$ cat src/hw/ddrsp_params.svh
// offsets, field positions and counts of the ddr scheduler policy block
`ifndef DDRSP_PARAMS_SVH
`define DDRSP_PARAMS_SVH
`define DDRSP_CFG_OFFSET 8'h54
`define DDRSP_CFG_RESET 32'h0000_0000
`define DDRSP_PHL_LSB 14
`define DDRSP_PHL_MSB 15
`define DDRSP_ICL_LSB 16
`define DDRSP_ICL_MSB 18
`define DDRSP_RDIMM_BIT 27
`define DDRSP_RWS_BIT 28
`define DDRSP_TB_BIT 29
`define DDRSP_TA_BIT 30
`define DDRSP_SBW_BIT 31
`define DDRSP_PHL_EIGHT 2'h2
`define DDRSP_ICL_EIGHT 3'h1
`define DDRSP_CNT_W 6
`define DDRSP_CS_W 3
`define DDRSP_CMD_BITS 20
`endif

$ cat src/hw/ddrsp_pkg.sv
// types of the ddr scheduler policy block
`default_nettype none
package ddrsp_pkg;
	typedef struct packed {
		logic [14:0] addr;
		logic row_n;
		logic col_n;
		logic we_n;
		logic cke;
		logic [3:0] cs_n;
	} ddrsp_cmd_t;
	typedef enum logic [1:0] {
		DDRSP_OP_NOP,
		DDRSP_OP_READ,
		DDRSP_OP_WRITE,
		DDRSP_OP_PREALL
	} ddrsp_op_t;
endpackage
`default_nettype wire

$ cat src/hw/ddrsp_delay.sv
// one-cycle optional retiming stage for a command bus copy
`include "ddrsp_params.svh"
`default_nettype none
module ddrsp_delay
	import ddrsp_pkg::*;
(
	// clock and reset
	input wire logic clk,
	input wire logic reset,
	// control and data
	input wire logic enable,
	input wire ddrsp_cmd_t din,
	output ddrsp_cmd_t dout
);
	ddrsp_cmd_t held;
	ddrsp_cmd_t next_held;
	ddrsp_cmd_t out_q;
	ddrsp_cmd_t next_out_q;
	// hold delay realised as late launch: straight or one stage later
	always_comb begin
		next_held = din;
		next_out_q = enable ? held : din;
	end
	always_ff @(posedge clk) begin
		if (reset) begin
			held <= '{addr: 15'h0, row_n: 1'b1, col_n: 1'b1, we_n: 1'b1,
				cke: 1'b0, cs_n: 4'hf};
			out_q <= '{addr: 15'h0, row_n: 1'b1, col_n: 1'b1, we_n: 1'b1,
				cke: 1'b0, cs_n: 4'hf};
		end else begin
			held <= next_held;
			out_q <= next_out_q;
		end
	end
	// pad outputs leave a flop whichever launch is chosen
	always_comb begin
		dout = out_q;
	end
endmodule
`default_nettype wire

$ cat src/hw/ddrsp_ctrl.sv
// scheduler policy, idle close and read return timing of the ddr controller
`include "ddrsp_params.svh"
`default_nettype none
module ddrsp_ctrl
	import ddrsp_pkg::*;
#(
	parameter int DATA_W = 64
) (
	// clock and reset
	input wire logic clk,
	input wire logic reset,
	// configuration register port
	input wire logic cfg_wr,
	input wire logic [7:0] cfg_addr,
	input wire logic [31:0] cfg_wdata,
	output logic [31:0] cfg_rdata,
	// arbiter candidates
	input wire logic hit_req_valid,
	input wire logic miss_req_valid,
	input wire logic req_is_write,
	input wire logic [`DDRSP_CS_W-1:0] req_cs,
	input wire logic [14:0] req_addr,
	output logic grant_hit,
	output logic grant_miss,
	// super bypass
	input wire logic bypass_req,
	input wire logic queues_empty,
	output logic bypass_ack,
	// read return
	input wire logic [DATA_W-1:0] strobe_data,
	input wire logic strobe_valid,
	output logic [DATA_W-1:0] rd_data,
	output logic rd_valid,
	// command bus copies
	output logic [14:0] bus_a_mem_address,
	output logic bus_a_row_strobe_n,
	output logic bus_a_col_strobe_n,
	output logic bus_a_write_enable_n,
	output logic bus_a_clock_enable,
	output logic [3:0] bus_a_cs_n,
	output logic [14:0] bus_b_mem_address,
	output logic bus_b_row_strobe_n,
	output logic bus_b_col_strobe_n,
	output logic bus_b_write_enable_n,
	output logic bus_b_clock_enable,
	output logic [3:0] bus_b_cs_n,
	output logic registered_dimm,
	output logic precharge_all
);
	logic [31:0] cfg, next_cfg;
	logic [`DDRSP_CNT_W-1:0] hit_cnt, next_hit_cnt;
	logic [`DDRSP_CNT_W-1:0] idle_cnt, next_idle_cnt;
	logic idle_done, next_idle_done;
	logic [`DDRSP_CS_W-1:0] act_cs, next_act_cs;
	logic g_hit, g_miss, next_g_hit, next_g_miss;
	logic last_read, next_last_read;
	logic byp_pend, next_byp_pend, byp_ack, next_byp_ack;
	logic pre, next_pre;
	logic [DATA_W-1:0] cap0, cap1, ret1, ret2;
	logic v0, v1, vr1, vr2;
	logic [DATA_W-1:0] next_rd_data;
	logic next_rd_valid;
	logic [`DDRSP_CNT_W-1:0] hit_limit, idle_limit;
	logic wr_hold;
	ddrsp_cmd_t next_cmd, cmd_a, cmd_b;

	// limit decode: code n -> 2^(n+1) hits, code n -> 4*2^n idle clocks for n up to 3, codes 3 to 7 all 32
	always_comb begin
		case (cfg[`DDRSP_PHL_MSB:`DDRSP_PHL_LSB])
			2'h0: hit_limit = 6'h02;
			2'h1: hit_limit = 6'h04;
			`DDRSP_PHL_EIGHT: hit_limit = 6'h08;
			default: hit_limit = 6'h10;
		endcase
		case (cfg[`DDRSP_ICL_MSB:`DDRSP_ICL_LSB])
			3'h0: idle_limit = 6'h04;
			`DDRSP_ICL_EIGHT: idle_limit = 6'h08;
			3'h2: idle_limit = 6'h10;
			default: idle_limit = 6'h20;
		endcase
	end

	// configuration register
	always_comb begin
		next_cfg = cfg;
		if (cfg_wr && cfg_addr == `DDRSP_CFG_OFFSET) begin
			next_cfg = cfg_wdata;
		end
	end

	// arbiter and write turnaround
	always_comb begin
		wr_hold = last_read && cfg[`DDRSP_RWS_BIT] && req_is_write;
		next_g_hit = 1'b0;
		next_g_miss = 1'b0;
		next_hit_cnt = hit_cnt;
		next_act_cs = act_cs;
		next_last_read = 1'b0;
		next_cmd = '{addr: 15'h0, row_n: 1'b1, col_n: 1'b1, we_n: 1'b1,
			cke: 1'b1, cs_n: 4'hf};
		if (!wr_hold) begin
			if (miss_req_valid && (!hit_req_valid || hit_cnt >= hit_limit)) begin
				next_g_miss = 1'b1;
				next_hit_cnt = '0;
				next_act_cs = req_cs;
			end else if (hit_req_valid) begin
				next_g_hit = 1'b1;
				if (req_cs != act_cs) begin
					next_hit_cnt = 6'h01;
				end else if (hit_cnt < hit_limit) begin
					next_hit_cnt = hit_cnt + 6'h01;
				end
				next_act_cs = req_cs;
			end
		end
		if (next_g_hit || next_g_miss) begin
			next_last_read = !req_is_write;
			next_cmd.addr = req_addr;
			next_cmd.col_n = 1'b0;
			next_cmd.we_n = !req_is_write;
			next_cmd.cs_n = ~(4'h1 << req_cs[1:0]);
		end
		if (pre) begin
			next_cmd.row_n = 1'b0;
			next_cmd.we_n = 1'b0;
			next_cmd.addr = 15'h0400;
		end
	end

	// idle close: counts request-free clocks only
	always_comb begin
		next_idle_cnt = idle_cnt;
		next_idle_done = idle_done;
		next_pre = 1'b0;
		if (hit_req_valid || miss_req_valid || bypass_req) begin
			next_idle_cnt = '0;
			next_idle_done = 1'b0;
		end else if (!idle_done) begin
			next_idle_cnt = idle_cnt + 6'h01;
			if (idle_cnt + 6'h01 == idle_limit) begin
				next_pre = 1'b1;
				next_idle_done = 1'b1;
			end
		end
	end

	// super bypass with optional wait state
	always_comb begin
		next_byp_pend = 1'b0;
		next_byp_ack = 1'b0;
		if (bypass_req && queues_empty && !byp_ack) begin
			if (cfg[`DDRSP_SBW_BIT] && !byp_pend) begin
				next_byp_pend = 1'b1;
			end else begin
				next_byp_ack = 1'b1;
			end
		end
	end

	// read return: two-flop capture, optional pad register stage
	always_comb begin
		next_rd_valid = cfg[`DDRSP_RWS_BIT] ? vr2 : vr1;
		next_rd_data = cfg[`DDRSP_RWS_BIT] ? ret2 : ret1;
	end

	always_ff @(posedge clk) begin
		if (reset) begin
			cfg <= `DDRSP_CFG_RESET;
			hit_cnt <= '0;
			idle_cnt <= '0;
			idle_done <= 1'b0;
			act_cs <= '0;
			g_hit <= 1'b0;
			g_miss <= 1'b0;
			last_read <= 1'b0;
			byp_pend <= 1'b0;
			byp_ack <= 1'b0;
			pre <= 1'b0;
			{cap0, cap1, ret1, ret2, rd_data} <= '0;
			{v0, v1, vr1, vr2, rd_valid} <= '0;
		end else begin
			cfg <= next_cfg;
			hit_cnt <= next_hit_cnt;
			idle_cnt <= next_idle_cnt;
			idle_done <= next_idle_done;
			act_cs <= next_act_cs;
			g_hit <= next_g_hit;
			g_miss <= next_g_miss;
			last_read <= next_last_read;
			byp_pend <= next_byp_pend;
			byp_ack <= next_byp_ack;
			pre <= next_pre;
			// strobe-domain data passes two flops before use
			cap0 <= strobe_data;
			v0 <= strobe_valid;
			cap1 <= cap0;
			v1 <= v0;
			ret1 <= cap1;
			vr1 <= v1;
			ret2 <= ret1;
			vr2 <= vr1;
			rd_data <= next_rd_data;
			rd_valid <= next_rd_valid;
		end
	end

	// per-copy late launch; outputs still leave a flop
	ddrsp_delay u_dly_a (
		.clk(clk),
		.reset(reset),
		.enable(cfg[`DDRSP_TA_BIT]),
		.din(next_cmd),
		.dout(cmd_a)
	);
	ddrsp_delay u_dly_b (
		.clk(clk),
		.reset(reset),
		.enable(cfg[`DDRSP_TB_BIT]),
		.din(next_cmd),
		.dout(cmd_b)
	);

	always_comb begin
		cfg_rdata = cfg;
		grant_hit = g_hit;
		grant_miss = g_miss;
		bypass_ack = byp_ack;
		precharge_all = pre;
		registered_dimm = cfg[`DDRSP_RDIMM_BIT];
		bus_a_mem_address = cmd_a.addr;
		bus_a_row_strobe_n = cmd_a.row_n;
		bus_a_col_strobe_n = cmd_a.col_n;
		bus_a_write_enable_n = cmd_a.we_n;
		bus_a_clock_enable = cmd_a.cke;
		bus_a_cs_n = cmd_a.cs_n;
		bus_b_mem_address = cmd_b.addr;
		bus_b_row_strobe_n = cmd_b.row_n;
		bus_b_col_strobe_n = cmd_b.col_n;
		bus_b_write_enable_n = cmd_b.we_n;
		bus_b_clock_enable = cmd_b.cke;
		bus_b_cs_n = cmd_b.cs_n;
	end

	a_hit_limit: assert property (@(posedge clk) disable iff (reset)
		grant_hit |-> hit_cnt <= hit_limit)
		else $error("page hit streak exceeded limit");
	a_miss_clear: assert property (@(posedge clk) disable iff (reset)
		grant_miss |-> hit_cnt == 6'h00)
		else $error("hit count not cleared on miss grant");
	a_idle_pre: assert property (@(posedge clk) disable iff (reset)
		precharge_all |-> $past(idle_cnt) + 6'h01 == $past(idle_limit))
		else $error("precharge-all at wrong idle count");
	a_idle_clear: assert property (@(posedge clk) disable iff (reset)
		(hit_req_valid || miss_req_valid) |=> idle_cnt == 6'h00)
		else $error("idle count not cleared by activity");
	a_byp_empty: assert property (@(posedge clk) disable iff (reset)
		bypass_ack |-> $past(queues_empty))
		else $error("bypass acked with busy queues");
	a_byp_wait: assert property (@(posedge clk) disable iff (reset)
		(cfg[`DDRSP_SBW_BIT] && bypass_ack) |-> $past(byp_pend))
		else $error("bypass wait state skipped");
	a_rd_turn: assert property (@(posedge clk) disable iff (reset)
		(cfg[`DDRSP_RWS_BIT] && last_read && req_is_write)
		|=> !grant_hit && !grant_miss)
		else $error("write issued straight after read");
	a_rd_wait: assert property (@(posedge clk) disable iff (reset)
		(cfg[`DDRSP_RWS_BIT] && $stable(cfg) && v1) |-> ##3 rd_valid)
		else $error("read wait delivery timing wrong");
	c_hit_cap: cover property (@(posedge clk) hit_cnt == hit_limit
		&& grant_miss);
	c_pre: cover property (@(posedge clk) precharge_all);
	c_byp: cover property (@(posedge clk) bypass_ack
		&& cfg[`DDRSP_SBW_BIT]);
endmodule
`default_nettype wire

$ cat config.mk
export PLATFORM = sky130hd
export DESIGN_NAME = ddrsp_ctrl
export DESIGN_NICKNAME = d
export VERILOG_FILES = /design/src/hw/ddrsp_pkg.sv /design/src/hw/ddrsp_delay.sv /design/src/hw/ddrsp_ctrl.sv
export VERILOG_INCLUDE_DIRS = /design/src /design/src/hw
export SDC_FILE = /design/constraint.sdc
export NUM_CORES = 1
export LEC_CHECK = 0
export ABC_AREA = 1
export BUFFER_PORTS_ARGS = -buffer_cell sky130_fd_sc_hd__clkbuf_2
export CORE_UTILIZATION = 49
export DETAILED_ROUTE_END_ITERATION = 10
export PLACE_DENSITY = 0.75
export SLEW_MARGIN = 15
export SYNTH_ARGS = -nofsm -noshare
export SYNTH_HDL_FRONTEND = slang
export SYNTH_SLANG_ARGS = --single-unit
$ cat constraint.sdc
create_clock -name clk -period 1.55 [get_ports clk]
set_clock_uncertainty 0.05 [all_clocks]
set_input_delay 0.0775 -clock clk [delete_from_list [all_inputs] [get_ports clk]]
set_output_delay 0.0775 -clock clk [all_outputs]
set_load 0.02 [all_outputs]
==> results.md <==
- TritonCTS clock tree: built
- Post-DP Area: about 0.016 mm²
- Die Wd: approximately 170 µm
- Synth area leader: dfxtp_1
- CTS Buf Count: 44
- Setup violation total in the final timing report: 7
- Detail Route Antenna Nets: 0
- Crit start category: flop
- Pre-CTS WS: -215 ps
- Rows: 61
- Pwr Density: between 1000 and 1500 mW/mm²
- IO Pins: between 200 and 300
- Layout overhead on the synthesized area: 33.1%
- Final instance area: approximately 0.018 mm²
- Top cell type's share of synthesized area: 0.646
- Sequential area share after synthesis: 0.646
- Synthesized area per cell: slightly below 9 µm²
- DR vias: 10700
- Vias in the first global route: 10300
- Clock sinks: 448
- CP required: ~1900 ps
- Final HPWL DP: between 15000 and 20000 µm
- Initial Utilization: 0.499
- Worst-margin pin slew: about 900 ps
- Flops & latches, synth: between 400 and 500
- Max_cap viols: 0
- Asr flop ratio synth: 0
- R2R Setup Slk: -210 ps
- Final Non-Filler Cells: approximately 2400
- Tot Pwr: between 20 and 25 mW
- Number of flops mapped to enable cells by yosys: 0
- Root buffer cell: clkbuf_16
- Routability Congestion: approximately 0.8
- Count of port buffers added during placement: around 280
- Reg area: 0.00898 mm²
- H-tree depth: 2
- Die H: approximately 170 µm
- Max IR drop VDD: a little over 0.9 mV
- Initial antenna violation count: 0
- Sink of the worst hold path: cap0[0]
- Slew Limit Fails: 0
- Share of cells above drive strength 1: 0.207
- DR iter-0 viols: slightly above 700
- Failing checks: setup timing
- Final Cycle Share: 1.14
- Layout Nets: 2127
- Fill cells: between 2000 and 2500
- Worst path cell trace: inv_2 -> nand2_2 -> ha_4 -> nand2_2 -> nand2_2 -> nand2_1 -> nand2_1 -> nor2_2 -> nand2_2 -> nand2_4 -> nand3_4 -> nand2_4 -> inv_2 -> nor2_1 -> nor2_1
- Antenna Cells: 0
- Mapped Area: 0.0139 mm²
- FF-to-FF path depth: 15
- Status: complete, but fails checks
- Crit-path most repeated cell: nand2_2
- YS warnings: 0
- Crit Path Max Fanout: 8
- WL per Instance: 12.6 µm
- Global Route Usage Sum: 0.204
- CP arrival: 2130 ps
- CP max stage cell: dfxtp_4
- Largest net degree at the start of global routing: 110
- Cells after Synth: 1591
- First-pass GRT wire length: a little under 50000 µm
- CP Capture Type: flop
- Worst skew pair latency: 530 ps
- FMAX: between 0.5 and 0.6 GHz
- Post-route DRC: 0
- Placed cell count: around 2200
- Post-Syn Nets: roughly 1700
- Area contributors post-synth: dfxtp_1 65%, inv_1 8.7%, nor2_1 8.5%, a21oi_1 5.3%, o21ai_0 4.9%
- Worst-path clk slew: 60 ps
- RSZ-0062 raised after global routing: yes
- Drt first pass iters: 5
- Area of the multi-input gates: between 0.003 and 0.004 mm²
- Final hold vios: 0
- Fin worst setup slack: -210 ps
- Max incr delay on CP: between 300 and 400 ps
- Relative slew margins: 0.404
- Clock buffer depth: 3
- Worst hold path cell count: 3
- Post-Route WL: 30300 µm
- Overflow after GRT: 0
- Worst setup path start: cfg_rdata[14]
- Hold path start: reset
- R2r startpoint: cfg_rdata[14]
- Final min period: roughly 1800 ps
- Main synth FF type: dfxtp_1
- Capturing point of the worst reg2reg path: hit_cnt[1]
- Placeable Area: 0.0279 mm²
- Area of the die: roughly 0.029 mm²
- Routed vias/inst: approximately 4.5
- Leakage: 8.49 nW
- Final Core Density: 0.664
- Synth cell types: 31
- Worst hold path type: in2reg
- CP Class: reg2reg
## registers in the layout (all words and copies together), names as in the netlist, 23 cells and up
register / flops
u_dly_b.dout: 23
u_dly_a.dout: 23
rd_data: 64
cap1: 64
ret2: 64
ret1: 64
cap0: 64
cfg_rdata: 32
## per-stage QoR
step / TNS [ps] / hold WS, ps
floorplan: -653 / 99.7
global placement: -1110 / 221
detailed placement: -1240 / 222
finish: -1210 / 24.1
CTS: -1030 / -121
global route: -2070 / 39.5
## what timing repair did
item / 4_1_cts / 5_1_grt
buffers inserted: 1 / 3
pin swaps: 2 / 4
gates resized for setup: 6 / 18
endpoints found under the hold margin: 174 / 5
hold buffers: 125 / 1
setup endpoints to repair: 7 / 12
## where the power goes
| group | leakage, nW | switching [mW] | total (mW) | internal (mW) |
|---|---|---|---|---|
| Clock | 0.702 | 4.23 | 10.4 | 6.13 |
| Sequential | 3.67 | 0.114 | 12.0 | 11.9 |
| Combinational | 4.12 | 0.816 | 1.47 | 0.650 |
## layout by cell type, fill, tap and decap left out, drive strengths merged, types with 11 or more instances in the layout
cell type / netlist / final
o21ai: 137 / 137
nand2: 84 / 84
clkinv: 0 / 11
dlygate4sd3: 0 / 126
buf: 39 / 30
a21oi: 147 / 147
nor2: 316 / 316
clkbuf: 41 / 339
nand3: 21 / 21
dfxtp: 448 / 448
inv: 327 / 327
## how the worst max path moves through the flow
stage,to,slack [ps],depth (start not counted)
floorplan,hit_cnt[1],-130,15
global placement,hit_cnt[1],-210,15
detailed placement,hit_cnt[1],-220,15
CTS,hit_cnt[1],-180,15
global route,hit_cnt[0],-320,15
finish,hit_cnt[1],-210,15
## cell families after synthesis
logic type      count (synthesis)  share of synthesized area
fa+ha+maj                       6                    0.00540
xor+xnor                        7                    0.00441
buf+inv                       407                      0.114
compound gates                292                      0.107
simple gates                  431                      0.123
flops                         448                      0.646
## area by class of cell
type                       count  area share
tap                          378      0.0256
sequential                   448       0.486
clock inverter                15     0.00947
timing repair buffer         433       0.159
clock buffer                  62      0.0675
multi-input combinational    736       0.186
inverter                     327      0.0667
## synth_stat cells (all sizes together) (4+ instances only)
cell type / n
clkbuf: 41
nor2: 316
a21oi: 147
nor3: 8
xor2: 6
nand2: 84
a22o: 4
inv: 327
buf: 39
o21ai: 137
ha: 6
dfxtp: 448
nand3: 21
## per-layer routing
layer / routed length [µm] / part of all wire / global-route usage
met1: 13200 / 0.44 / 0.246
met4: 1230 / 0.040 / 0.0999
met5: 0 / 0 / 0
met3: 1430 / 0.047 / 0.0407
met2: 14400 / 0.48 / 0.347
## critical path, delay by kind of cell (launching register included)
| kind | cells | cell delay [ps] |
|---|---|---|
| adders and majority gates | 1 | 220 |
| buffers and inverters | 2 | 100 |
| and+or+nand+nor | 12 | 920 |
| DFF | 1 | 370 |
No activity file was read; power rests on OpenSTA's default activity.
